`config.mk`:
```
export PLATFORM = sky130hd
export DESIGN_NAME = digital_tracking_loop_phase_limits
export DESIGN_NICKNAME = d
export VERILOG_FILES = /design/src/hw/digital_tracking_loop_cfg_pkg.sv /design/src/hw/edge_screen.sv /design/src/hw/digital_tracking_loop_phase_limits.sv
export SDC_FILE = /design/constraint.sdc
export NUM_CORES = 1
export LEC_CHECK = 0
export BUFFER_PORTS_ARGS = -buffer_cell sky130_fd_sc_hd__buf_4
export CAP_MARGIN = 20
export CORE_UTILIZATION = 38
export CTS_CLUSTER_DIAMETER = 50
export DETAILED_ROUTE_END_ITERATION = 8
export HOLD_SLACK_MARGIN = 0.12
export SLEW_MARGIN = 10
export SYNTH_ARGS = -nofsm -noshare
export SYNTH_HDL_FRONTEND = slang
export SYNTH_SLANG_ARGS = --single-unit
export TNS_END_PERCENT = 10
```
`constraint.sdc`:
```
create_clock -name clk -period 5.6 [get_ports clk]
set_input_delay 0.56 -clock clk [delete_from_list [all_inputs] [get_ports clk]]
set_output_delay 0.56 -clock clk [all_outputs]
set_load 0.1 [all_outputs]
```
`src/hw/digital_tracking_loop_cfg_pkg.sv`:
```
// Overview of operation
// - 4-bit coarse code n gives +/-(2^(n+1)-1) UI; codes 1100-1111 give +/-8191 UI.
// - coarse limit register resets to 1110 0101: enables set, +/-63 UI tracked.
// - with screen enable bit 7 set, edges outside 5% window are ignored.
// - noise window register is read/write, resets to 0000 0110, bits 6:0 do nothing.
// - coarse enable set: phase loss when error exceeds limit; clear: never from here.
// - multi-cycle response clear clamps error to +/-1 UI; set allows +/-8191 UI.
package digital_tracking_loop_cfg_pkg;

  // register port
  localparam int          REG_AW            = 7;
  localparam int          REG_DW            = 8;
  localparam logic [6:0]  COARSE_LIMIT_ADDR = 7'h74;
  localparam logic [6:0]  NOISE_WINDOW_ADDR = 7'h75;
  localparam logic [7:0]  COARSE_RESET      = 8'he5;
  localparam logic [7:0]  NOISE_RESET       = 8'h06;

  // field positions
  localparam int          PHASELOSS_EN_BIT  = 7;
  localparam int          WIDE_RANGE_BIT    = 6;
  localparam int          MULTI_CYCLE_BIT   = 5;
  localparam int          LIMIT_MSB         = 3;
  localparam int          SCREEN_EN_BIT     = 7;

  // phase error format: signed, FRAC_BITS fractional bits of one UI
  localparam int          ERR_W             = 24;
  localparam int          FRAC_BITS         = 8;
  localparam logic [3:0]  MAX_DOUBLING_CODE = 4'hb;
  localparam logic [13:0] SAT_RANGE_UI      = 14'h1fff;
  localparam logic [23:0] ONE_UI            = 24'h000100;

  // screening window: 5 percent of the expected period
  localparam int          WINDOW_PCT        = 5;
  localparam int          WINDOW_DIV        = 100 / WINDOW_PCT;

  // tracking span in whole UI for a coarse code
  function automatic logic [13:0] limit_ui(input logic [3:0] code);
    logic [14:0] span;
    span = 15'h0001;
    if (code > MAX_DOUBLING_CODE) begin
      limit_ui = SAT_RANGE_UI;
    end else begin
      span = 15'((15'h0002 << code) - 15'h0001);
      limit_ui = span[13:0];
    end
  endfunction : limit_ui

  // magnitude of a signed phase error
  function automatic logic [ERR_W-1:0] abs_err(input logic signed [ERR_W-1:0] e);
    abs_err = e[ERR_W-1] ? ERR_W'(-e) : ERR_W'(e);
  endfunction : abs_err

  // clamp a signed phase error to +/-lim
  function automatic logic signed [ERR_W-1:0] sat_err(input logic signed [ERR_W-1:0] e,
                                                       input logic [ERR_W-1:0]        lim);
    if (abs_err(e) <= lim) begin
      sat_err = e;
    end else if (e[ERR_W-1]) begin
      sat_err = ERR_W'(-$signed(lim));
    end else begin
      sat_err = $signed(lim);
    end
  endfunction : sat_err

endpackage : digital_tracking_loop_cfg_pkg

```
`src/hw/edge_screen.sv`:
```
module edge_screen #(
  parameter int CNT_W = 16
) (
  input  wire logic             clk,
  input  wire logic             rst_n,
  input  wire logic             enable,
  input  wire logic             ref_edge,
  input  wire logic [CNT_W-1:0] ref_period,
  output logic                  edge_accept,
  output logic                  edge_reject
);
  import digital_tracking_loop_cfg_pkg::*;

  localparam int WW = CNT_W + 6;

  logic [CNT_W-1:0] since_q, since_d;
  logic             synced_q, synced_d;
  logic             accept_q, accept_d;
  logic             reject_q, reject_d;
  logic [CNT_W-1:0] diff;
  logic             in_window;
  logic             overdue;

  // window test in integer form: 20*|since-period| <= period avoids a divider
  always_comb begin
    diff      = (since_q > ref_period) ? since_q - ref_period : ref_period - since_q;
    in_window = (WW'(diff) * WW'(WINDOW_DIV)) <= WW'(ref_period);
    overdue   = (WW'(since_q) * WW'(WINDOW_DIV)) >
                (WW'(ref_period) * WW'(WINDOW_DIV + 1));
  end

  // next state: a missed edge moves the expected time on by one period
  always_comb begin
    since_d  = since_q;
    synced_d = synced_q;
    accept_d = 1'b0;
    reject_d = 1'b0;
    if (ref_edge && (!enable || !synced_q || in_window)) begin
      accept_d = 1'b1;
      synced_d = 1'b1;
      since_d  = CNT_W'(1);
    end else begin
      reject_d = ref_edge;
      if (overdue) begin
        since_d = since_q - ref_period + CNT_W'(1);
      end else if (since_q != {CNT_W{1'b1}}) begin
        since_d = since_q + CNT_W'(1);
      end
    end
  end

  // registers
  always_ff @(posedge clk or negedge rst_n) begin
    if (!rst_n) begin
      since_q  <= '0;
      synced_q <= 1'b0;
      accept_q <= 1'b0;
      reject_q <= 1'b0;
    end else begin
      since_q  <= since_d;
      synced_q <= synced_d;
      accept_q <= accept_d;
      reject_q <= reject_d;
    end
  end

  assign edge_accept = accept_q;
  assign edge_reject = reject_q;

  chk_screen_pass_off : assert property (@(posedge clk) disable iff (!rst_n)
    (ref_edge && !enable) |=> edge_accept) else $error("edge dropped while screen off");

  chk_screen_outside : assert property (@(posedge clk) disable iff (!rst_n)
    (ref_edge && enable && synced_q && !in_window) |=> (edge_reject && !edge_accept))
    else $error("edge outside window was accepted");

  chk_screen_inside : assert property (@(posedge clk) disable iff (!rst_n)
    (ref_edge && enable && synced_q && in_window) |=> (edge_accept && !edge_reject))
    else $error("edge inside window was dropped");

  chk_screen_idle : assert property (@(posedge clk) disable iff (!rst_n)
    !ref_edge |=> (!edge_accept && !edge_reject)) else $error("verdict without an edge");

endmodule : edge_screen

```
`src/hw/digital_tracking_loop_phase_limits.sv`:
```
module digital_tracking_loop_phase_limits #(
  parameter int PERIOD_W = 16
) (
  input  wire logic                                   clk,
  input  wire logic                                   rst_n,
  input  wire logic                                   reg_wr,
  input  wire logic                                   reg_rd,
  input  wire logic [digital_tracking_loop_cfg_pkg::REG_AW-1:0]        reg_addr,
  input  wire logic [digital_tracking_loop_cfg_pkg::REG_DW-1:0]        reg_wdata,
  output logic      [digital_tracking_loop_cfg_pkg::REG_DW-1:0]        reg_rdata,
  input  wire logic signed [digital_tracking_loop_cfg_pkg::ERR_W-1:0]  phase_err,
  output logic                                        phase_loss,
  output logic signed [digital_tracking_loop_cfg_pkg::ERR_W-1:0]       loop_phase_err,
  input  wire logic                                   ref_edge,
  input  wire logic [PERIOD_W-1:0]                    ref_period,
  output logic                                        edge_accept,
  output logic                                        edge_reject,
  output logic                                        wide_range_en
);
  import digital_tracking_loop_cfg_pkg::*;

  logic [REG_DW-1:0]        coarse_cfg_q, coarse_cfg_d;
  logic [REG_DW-1:0]        noise_cfg_q, noise_cfg_d;
  logic [REG_DW-1:0]        rdata_q, rdata_d;
  logic                     loss_q, loss_d;
  logic signed [ERR_W-1:0]  loop_err_q, loop_err_d;
  logic                     up_q;
  logic [13:0]              limit;
  logic [ERR_W-1:0]         limit_fine;
  logic [ERR_W-1:0]         err_mag;
  logic                     multi_cycle_response;
  logic                     loss_enable;
  logic                     edge_screen_enable;

  // field extraction
  always_comb begin
    limit                = limit_ui(coarse_cfg_q[LIMIT_MSB:0]);
    limit_fine           = ERR_W'({limit, {FRAC_BITS{1'b0}}});
    err_mag              = abs_err(phase_err);
    multi_cycle_response = coarse_cfg_q[MULTI_CYCLE_BIT];
    loss_enable          = coarse_cfg_q[PHASELOSS_EN_BIT];
    edge_screen_enable   = noise_cfg_q[SCREEN_EN_BIT];
  end

  // register port: writes land on the next edge, reads answer one cycle later
  always_comb begin
    coarse_cfg_d = coarse_cfg_q;
    noise_cfg_d  = noise_cfg_q;
    rdata_d      = rdata_q;
    if (reg_wr) begin
      case (reg_addr)
        COARSE_LIMIT_ADDR: coarse_cfg_d = reg_wdata;
        NOISE_WINDOW_ADDR: noise_cfg_d  = reg_wdata;   // low bits kept, unused
        default:           coarse_cfg_d = coarse_cfg_q;
      endcase
    end
    if (reg_rd) begin
      case (reg_addr)
        COARSE_LIMIT_ADDR: rdata_d = coarse_cfg_q;
        NOISE_WINDOW_ADDR: rdata_d = noise_cfg_q;
        default:           rdata_d = '0;               // unmapped reads as zero
      endcase
    end
  end

  // phase loss and loop error; the clamp keeps a +/-1 UI loop from seeing cycle slips
  always_comb begin
    loss_d = loss_enable && (err_mag > limit_fine);
    if (multi_cycle_response) begin
      loop_err_d = sat_err(phase_err, ERR_W'({SAT_RANGE_UI, {FRAC_BITS{1'b0}}}));
    end else begin
      loop_err_d = sat_err(phase_err, ONE_UI);
    end
  end

  // registers
  always_ff @(posedge clk or negedge rst_n) begin
    if (!rst_n) begin
      coarse_cfg_q <= COARSE_RESET;
      noise_cfg_q  <= NOISE_RESET;
      rdata_q      <= '0;
      loss_q       <= 1'b0;
      loop_err_q   <= '0;
      up_q         <= 1'b0;
    end else begin
      coarse_cfg_q <= coarse_cfg_d;
      noise_cfg_q  <= noise_cfg_d;
      rdata_q      <= rdata_d;
      loss_q       <= loss_d;
      loop_err_q   <= loop_err_d;
      up_q         <= 1'b1;
    end
  end

  assign reg_rdata      = rdata_q;
  assign phase_loss     = loss_q;
  assign loop_phase_err = loop_err_q;
  assign wide_range_en  = coarse_cfg_q[WIDE_RANGE_BIT];

  // low-frequency reference edge screening
  edge_screen #(
    .CNT_W       (PERIOD_W)
  ) u_edge_screen (
    .clk         (clk),
    .rst_n       (rst_n),
    .enable      (edge_screen_enable),
    .ref_edge    (ref_edge),
    .ref_period  (ref_period),
    .edge_accept (edge_accept),
    .edge_reject (edge_reject)
  );

  // reset values and register access
  chk_reset_values : assert property (@(posedge clk) disable iff (!rst_n)
    !up_q |-> (coarse_cfg_q == 8'he5 && noise_cfg_q == 8'h06 && limit == 14'h003f))
    else $error("register reset value wrong");

  chk_noise_reset_off : assert property (@(posedge clk) disable iff (!rst_n)
    !up_q |-> !edge_screen_enable) else $error("screen enabled out of reset");

  chk_noise_write : assert property (@(posedge clk) disable iff (!rst_n)
    (reg_wr && reg_addr == 7'h75) |=> (noise_cfg_q == $past(reg_wdata)))
    else $error("noise window write lost");

  chk_coarse_write : assert property (@(posedge clk) disable iff (!rst_n)
    (reg_wr && reg_addr == 7'h74) |=> (coarse_cfg_q == $past(reg_wdata)))
    else $error("coarse limit write lost");

  chk_noise_keep : assert property (@(posedge clk) disable iff (!rst_n)
    !(reg_wr && reg_addr == 7'h75) |=> $stable(noise_cfg_q))
    else $error("noise window changed without a write");

  chk_coarse_keep : assert property (@(posedge clk) disable iff (!rst_n)
    !(reg_wr && reg_addr == 7'h74) |=> $stable(coarse_cfg_q))
    else $error("coarse limit changed without a write");

  // span decoding, one check per documented code
  chk_limit_base : assert property (@(posedge clk) disable iff (!rst_n)
    (coarse_cfg_q[3:0] == 4'h0) |-> (limit == 14'h0001)) else $error("code 0 span wrong");

  chk_limit_code1 : assert property (@(posedge clk) disable iff (!rst_n)
    (coarse_cfg_q[3:0] == 4'h1) |-> (limit == 14'h0003)) else $error("code 1 span wrong");

  chk_limit_code2 : assert property (@(posedge clk) disable iff (!rst_n)
    (coarse_cfg_q[3:0] == 4'h2) |-> (limit == 14'h0007)) else $error("code 2 span wrong");

  chk_limit_code3 : assert property (@(posedge clk) disable iff (!rst_n)
    (coarse_cfg_q[3:0] == 4'h3) |-> (limit == 14'h000f)) else $error("code 3 span wrong");

  chk_limit_code4 : assert property (@(posedge clk) disable iff (!rst_n)
    (coarse_cfg_q[3:0] == 4'h4) |-> (limit == 14'h001f)) else $error("code 4 span wrong");

  chk_limit_code5 : assert property (@(posedge clk) disable iff (!rst_n)
    (coarse_cfg_q[3:0] == 4'h5) |-> (limit == 14'h003f)) else $error("code 5 span wrong");

  chk_limit_code6 : assert property (@(posedge clk) disable iff (!rst_n)
    (coarse_cfg_q[3:0] == 4'h6) |-> (limit == 14'h007f)) else $error("code 6 span wrong");

  chk_limit_code7 : assert property (@(posedge clk) disable iff (!rst_n)
    (coarse_cfg_q[3:0] == 4'h7) |-> (limit == 14'h00ff)) else $error("code 7 span wrong");

  chk_limit_code8 : assert property (@(posedge clk) disable iff (!rst_n)
    (coarse_cfg_q[3:0] == 4'h8) |-> (limit == 14'h01ff)) else $error("code 8 span wrong");

  chk_limit_code9 : assert property (@(posedge clk) disable iff (!rst_n)
    (coarse_cfg_q[3:0] == 4'h9) |-> (limit == 14'h03ff)) else $error("code 9 span wrong");

  chk_limit_code10 : assert property (@(posedge clk) disable iff (!rst_n)
    (coarse_cfg_q[3:0] == 4'ha) |-> (limit == 14'h07ff)) else $error("code 10 span wrong");

  chk_limit_top : assert property (@(posedge clk) disable iff (!rst_n)
    (coarse_cfg_q[3:2] == 2'b11) |-> (limit == 14'h1fff)) else $error("top code span wrong");

  chk_limit_double : assert property (@(posedge clk) disable iff (!rst_n)
    (coarse_cfg_q[3:0] == 4'hb) |-> (limit == 14'h0fff)) else $error("code 11 span wrong");

  // loss detector
  chk_loss_disabled : assert property (@(posedge clk) disable iff (!rst_n)
    !loss_enable |=> !phase_loss) else $error("loss flagged while disabled");

  chk_loss_exceed : assert property (@(posedge clk) disable iff (!rst_n)
    (loss_enable && err_mag > limit_fine && $stable(coarse_cfg_q)) |=> phase_loss)
    else $error("loss missed beyond limit");

  chk_loss_within : assert property (@(posedge clk) disable iff (!rst_n)
    (loss_enable && err_mag <= limit_fine) |=> !phase_loss) else $error("loss inside limit");

  // loop error clamp
  chk_single_clamp : assert property (@(posedge clk) disable iff (!rst_n)
    !multi_cycle_response |=> (abs_err(loop_phase_err) <= 24'h000100))
    else $error("loop error beyond one UI");

  chk_single_pass : assert property (@(posedge clk) disable iff (!rst_n)
    (!multi_cycle_response && err_mag <= 24'h000100) |=> (loop_phase_err == $past(phase_err)))
    else $error("small error altered in single cycle mode");

  chk_single_sat : assert property (@(posedge clk) disable iff (!rst_n)
    (!multi_cycle_response && err_mag > 24'h000100) |=> (abs_err(loop_phase_err) == 24'h000100))
    else $error("large error not held at one UI");

  chk_multi_span : assert property (@(posedge clk) disable iff (!rst_n)
    (multi_cycle_response && err_mag <= 24'h1fff00) |=> (loop_phase_err == $past(phase_err)))
    else $error("multi cycle path altered error");

  chk_multi_sat : assert property (@(posedge clk) disable iff (!rst_n)
    (multi_cycle_response && err_mag > 24'h1fff00) |=> (abs_err(loop_phase_err) == 24'h1fff00))
    else $error("multi cycle error not held at full span");

  chk_reg_readback : assert property (@(posedge clk) disable iff (!rst_n)
    (reg_rd && !reg_wr && reg_addr == 7'h75) |=> (reg_rdata == noise_cfg_q))
    else $error("noise window readback wrong");

  chk_coarse_readback : assert property (@(posedge clk) disable iff (!rst_n)
    (reg_rd && !reg_wr && reg_addr == 7'h74) |=> (reg_rdata == coarse_cfg_q))
    else $error("coarse limit readback wrong");

  chk_rdata_hold : assert property (@(posedge clk) disable iff (!rst_n)
    !reg_rd |=> $stable(reg_rdata)) else $error("read data moved without a read");

endmodule : digital_tracking_loop_phase_limits

```
======== After elaboration in Yosys (flattened, before gate mapping) ========
Index checks and enable logic that the tools add are counted.
word-level totals
  flip-flop bits (word level) ............. 68
  bits of input ports ..................... 60
  output and inout bits ................... 36
  logic and storage cells ................. 52
operators by class
  add/subtract/negate cells ............... 6
  multipliers ............................. 3
  $lt $le $gt $ge ......................... 7
  equal/unequal tests ..................... 3
  shift operators ......................... 1
  muxes and demuxes ....................... 14
  reduce and logical (&&, ||, !) cells .... 9
operators with widths
  kind                                                                     count
  24-bit 2-to-1 mux                                                        6
  16-bit 2-to-1 mux                                                        4
  16-bit by 3-bit multiplier with 19-bit output, second input constant     2
  16-bit by 1-bit adder with 16-bit output, second input constant          2
  16-bit subtractor                                                        2
  24-bit by 22-bit greater-than comparator with 1-bit output               1
  24-bit by 21-bit <= comparator with 1-bit output, second input constant  1
  24-bit by 9-bit <= comparator with 1-bit output, second input constant   1
  24-bit negator                                                           1
  21-bit greater-than comparator                                           1
  21-bit by 16-bit <= comparator with 1-bit output                         1
  16-bit by 5-bit multiplier with 21-bit output, second input constant     1
  16-bit greater-than comparator                                           1
  16-bit inequality test, second input constant                            1
  8-bit case mux with 2 select lines                                       1
  7-bit == test, second input constant                                     2
  14-bit 2-to-1 mux                                                        1
  2-bit by 4-bit left shift with 14-bit output, first input constant       1
  14-bit by 1-bit subtractor with 14-bit output, second input constant     1
  4-bit greater-than comparator, second input constant                     1
  2-bit AND reduction                                                      2
  3-bit nonzero test                                                       1
  1-bit logical AND                                                        2
  1-bit logical NOT                                                        2
  other kinds (2)                                                          4

======== Longest topological paths before layout ========
  word-level depth ........................ 7
  depth in mapped cells ................... 35
  gate-level depth less buffers ........... 34

======== Cells and area by module ========
From an unflattened synthesis, not the netlist that was laid out.
unflattened totals
  cells, all modules ...................... 1278
  area, all modules ....................... 10471.3 um^2
modules (own cells, without submodules)
  module                              times used  cells an instance  area each (um^2)
  edge_screen                         1           897                7051.8
  digital_tracking_loop_phase_limits  1           381                3419.5

======== Least setup slack after synthesis ========
OpenSTA, ideal clock, no wires.
  path type ............................... input-to-reg
  start point ............................. input port ref_period[2]
  end point ............................... register u_edge_screen.since_q[12]
  library setup time ...................... 141 ps
  data arrival time ....................... 6530 ps
  setup slack ............................. -1072 ps
  stages on the path ...................... 31
  path buffers ............................ 2
  cell sequence ........................... ha_1 ha_1 inv_1 fa_1 inv_1 ha_1 o21ai_0 nor2_1 o41a_1 a41oi_1 a2111oi_0 nor3b_1 a21oi_1 xnor2_1 ha_1 a21oi_1 o21ai_0 or3_1 a211o_1 nand2_1 nor2_1 clkbuf_1 clkbuf_1 o21ai_0 ha_1 and3_1 nand2b_1 nor2_1 mux2_2 nor2_1 a211oi_1
on the way
  longest elaborated chain between the ends .. 7
RTL lines
  what                                                               line                                      text
  start, declared                                                    digital_tracking_loop_phase_limits.sv:15  input wire logic [PERIOD_W-1:0] ref_period,
  16-bit subtractor (tied with other cells)                          edge_screen.sv:26                         diff = (since_q > ref_period) ? since_q - ref_period : ref_period - since_q;
  16-bit 2-to-1 mux                                                  edge_screen.sv:26
  16-bit by 3-bit multiplier with 19-bit output                      edge_screen.sv:27                         in_window = (WW'(diff) * WW'(WINDOW_DIV)) <= WW'(ref_period);
  21-bit by 16-bit <= comparator with 1-bit output                   edge_screen.sv:27
  1-bit logical OR                                                   edge_screen.sv:38                         if (ref_edge && (!enable || !synced_q || in_window)) begin
  1-bit logical AND                                                  edge_screen.sv:38
  3-bit nonzero test (no line) or 16-bit 2-to-1 mux (tied branches)  n/a
  end signal, assigned                                               edge_screen.sv:60                         since_q <= since_d;
  end, declared                                                      edge_screen.sv:16                         logic [CNT_W-1:0] since_q, since_d;
Several ways; a longest one is shown, not always the timed one.
A chain may end at the register's enable or synchronous reset.

======== Worst setup path after layout ========
  start point ............................. register u_edge_screen.since_q[0]
  end point ............................... register u_edge_screen.since_q[0]
on the way
  longest elaborated chain between the ends .. 7
RTL lines
  what                                                               line
  16-bit subtractor (tied with other cells)                          edge_screen.sv:26
  16-bit 2-to-1 mux                                                  edge_screen.sv:26
  16-bit by 3-bit multiplier with 19-bit output                      edge_screen.sv:27
  21-bit by 16-bit <= comparator with 1-bit output                   edge_screen.sv:27
  1-bit logical OR                                                   edge_screen.sv:38
  1-bit logical AND                                                  edge_screen.sv:38
  3-bit nonzero test (no line) or 16-bit 2-to-1 mux (tied branches)  n/a
Several ways; a longest one is shown, not always the timed one. The select of a mux whose other input is x is not followed.

==> impl_metrics.json <==
{
  "status": "complete, but fails checks",
  "violations": "negative setup slack",
  "cts_root_buf": "clkbuf_16",
  "cp_max_fo": 5,
  "yosysTopAreaCellShare_pct": 23.6,
  "hold_violations": 0,
  "intPower_mw": 1.81,
  "hpwlAfterDp_um": 24300,
  "grt-ovfl-total": 0,
  "post-route-util_pct": 53.1,
  "critPathRequiredTime_ns": 5.83,
  "skew_ns": 0.00907,
  "antenna_found_initial": 0,
  "cp-end-kind": "flip-flop",
  "io_buffers": 95,
  "vias_per_cell": 5.23,
  "design.core.area_um2": 25300,
  "fmax_mhz": 157,
  "fillCellCount": 2407,
  "initial_core_util_pct": 39.0,
  "synth_cell_types": 84,
  "hp-class": "in -> async",
  "final-setup-viol-count": 18,
  "slowest_delay_ns": 0.38,
  "drc": 0,
  "synth_top_family_by_area": "adder cells",
  "stdcell_count": 1819,
  "drive_gt1_share_pct": 32.6,
  "fp.dieH_um": 163,
  "ios": 96,
  "synth_cells": 1171,
  "grt_start_max_net_pins": 69,
  "seq_area_um2": 1710,
  "switching_share_pct": 41.4,
  "ctsLongestPathBuffers": 2,
  "grt_pass1_wl_um": 47200,
  "num_antenna_cells": 0,
  "fin_hold_ws_ns": 0.328,
  "post-route-period-util_pct": 113,
  "clk_pin_slew_ns": 0.06,
  "synth_edf_count": 0,
  "critical_path_class": "reg -> reg",
  "switchingPower_mw": 1.28,
  "cp_common_cell": "ha_1",
  "rsz0062_at_grt": "true",
  "cap_violations": 0,
  "cp_slowest_cell": "dfrtp_1",
  "synth.yosys.seq_area_share_pct": 17.3,
  "period_minus_slack_ns": 6.35,
  "startpoint_type": "flip-flop",
  "gp_congestion": 0.908,
  "synthTopCellsByArea": "ha_1 24%, dfrtp_1 15%, xnor2_1 5.2%",
  "final_common_cell": "buf_4",
  "slew_viol_final": 0,
  "dp.cells": 1790,
  "setup_tns_ns": -11.99,
  "grt_pass1_vias": 9323,
  "dpl_worst_slack_ns": -1.20,
  "p_per_area_nw_per_um2": 230,
  "syn-cell-area_um2": 9870,
  "synth_nets": 1432,
  "tightest_slew_ns": 0.907,
  "die_area_um2": 26600,
  "cts_tree": "yes",
  "synth-xor-area-share_pct": 7.54,
  "power.share.combinational_pct": 64.0,
  "cts_sinks": 68,
  "rows": 58,
  "clockPowerShare_pct": 18.4,
  "synth-adder-area-share_pct": 26.7,
  "numCtsBuffers": 9,
  "synth_mux_area_share_pct": 3.78,
  "synth_flop_cell": "dfrtp_1",
  "dr_total_vias": 9518,
  "worstPathArrival_ns": 6.58,
  "design_area_um2": 13400,
  "dieWidth_um": 163,
  "p_total_mw": 3.10,
  "drt_iter0_drc": 613,
  "synth_seq_cells": 68,
  "p_leak_nw": 6.58,
  "area_growth_pct": 36.2,
  "avgSynthCellArea_um2": 8.43,
  "final_nets": 1745,
  "final_cell_mix": "335 x buf_4, 168 x ha_1, 107 x inv_1",
  "ant_nets": 0,
  "fin_ws_ns": -0.754,
  "synth_compound_area_share_pct": 20.6,
  "yosys.area.top_type": "ha_1",
  "clock_latency_ns": 0.34,
  "synthSimpleGateAreaFrac_pct": 17.6,
  "slew_headroom_pct": 39.2,
  "wl_um": 29200,
  "dpl_cell_area_um2": 12800,
  "multiInputGateArea_um2": 7960,
  "firstDrtPassIters": 5,
  "wl_per_cell_um": 16.1,
  "seqPwrFrac_pct": 17.7,
  "htreeDepth": 3,
  "synthArstFlopShare_pct": 100,
  "grt_usage_pct": 22.3,
  "peakVddDrop_v": 0.000147,
  "yosys_warnings": 0
}
path summary, 6_finish.rpt:
path / start / to / slack [ns] / depth (start not counted)
max reg2reg: u_edge_screen.since_q[0] / u_edge_screen.since_q[0] / -0.75 / 28
min in group clk: reg_wdata[1] / coarse_cfg_q[1] / 0.44 / 3
min: rst_n / loop_phase_err[6] / 0.33 / 1
max in group asynchronous: rst_n / u_edge_screen.since_q[1] / 4.67 / 1
max: u_edge_screen.since_q[0] / u_edge_screen.since_q[0] / -0.75 / 28
min reg2reg: noise_cfg_q[3] / noise_cfg_q[3] / 0.51 / 1
final cells by class:
cell class / count / area share (%)
repair inverters: 1 / 0.0465
flip-flops and latches: 68 / 12.7
well taps: 330 / 3.07
multi-input cells: 946 / 59.2
repair buffers: 340 / 19.4
inverters: 118 / 3.35
clock buffers: 10 / 1.78
clock inverters: 6 / 0.475
repair_timing:
item / CTS / global route
hold buffers: 0 / 0
endpoints found under the setup margin: 18 / 18
buffers inserted: 8 / 4
gates cloned: 2 / 0
resized for setup: 34 / 26
pin swaps: 35 / 38
critical path, delay by kind of cell, from the launching register on:
| family | cells | cell delay (ns) |
|---|---|---|
| xor+xnor | 2 | 0.37 |
| fa+ha+maj | 5 | 1.36 |
| compound gates | 14 | 2.95 |
| flops | 1 | 0.38 |
| simple gates | 3 | 0.69 |
| buf+inv | 4 | 0.48 |
flip-flops by register name (all words and copies together), names as in the netlist:
| signal | count |
|---|---|
| loop_phase_err | 24 |
| u_edge_screen.edge_accept | 1 |
| u_edge_screen.since_q | 16 |
| u_edge_screen.edge_reject | 1 |
| phase_loss | 1 |
| reg_rdata | 8 |
| coarse_cfg_q | 8 |
| noise_cfg_q | 8 |
| u_edge_screen.synced_q | 1 |
per-layer routing:
metal	GRT usage, %	routed length [um]
met5	0	0
met4	4.12	393
met3	2.54	1080
met2	36.9	13700
met1	31.2	14000
kinds of logic after synthesis:
group                    count (synthesis)
flip-flops                              68
buffers and inverters                  157
AO/OA/AOI/OAI                          299
multiplexers                            34
XOR/XNOR                                85
adder cells (fa/ha/maj)                202
AND/OR/NAND/NOR                        326
Yosys cell counts, drive strengths merged, types with 26 or more instances:
library cell and n:
mux2 26, nand3 26, nand2 81, xor2 26, xnor2 59, nor3 30
dfrtp 61, o21ai 63, a21o 39, a21oi 84, nor2 60, ha 186
inv 118
power by group through the flow:
| stage | Sequential, mW | Combinational (mW) | Clock, mW |
|---|---|---|---|
| 6_report | 0.548 | 1.98 | 0.569 |
| 3_3_place_gp | 0.554 | 1.79 | 0 |
| 2_1_floorplan | 0.649 | 1.05 | 0 |
| 3_5_place_dp | 0.555 | 1.81 | 0 |
| 4_1_cts | 0.547 | 1.92 | 0.584 |
| 5_1_grt | 0.551 | 2.20 | 0.606 |
(Power assumes the default switching activity.)
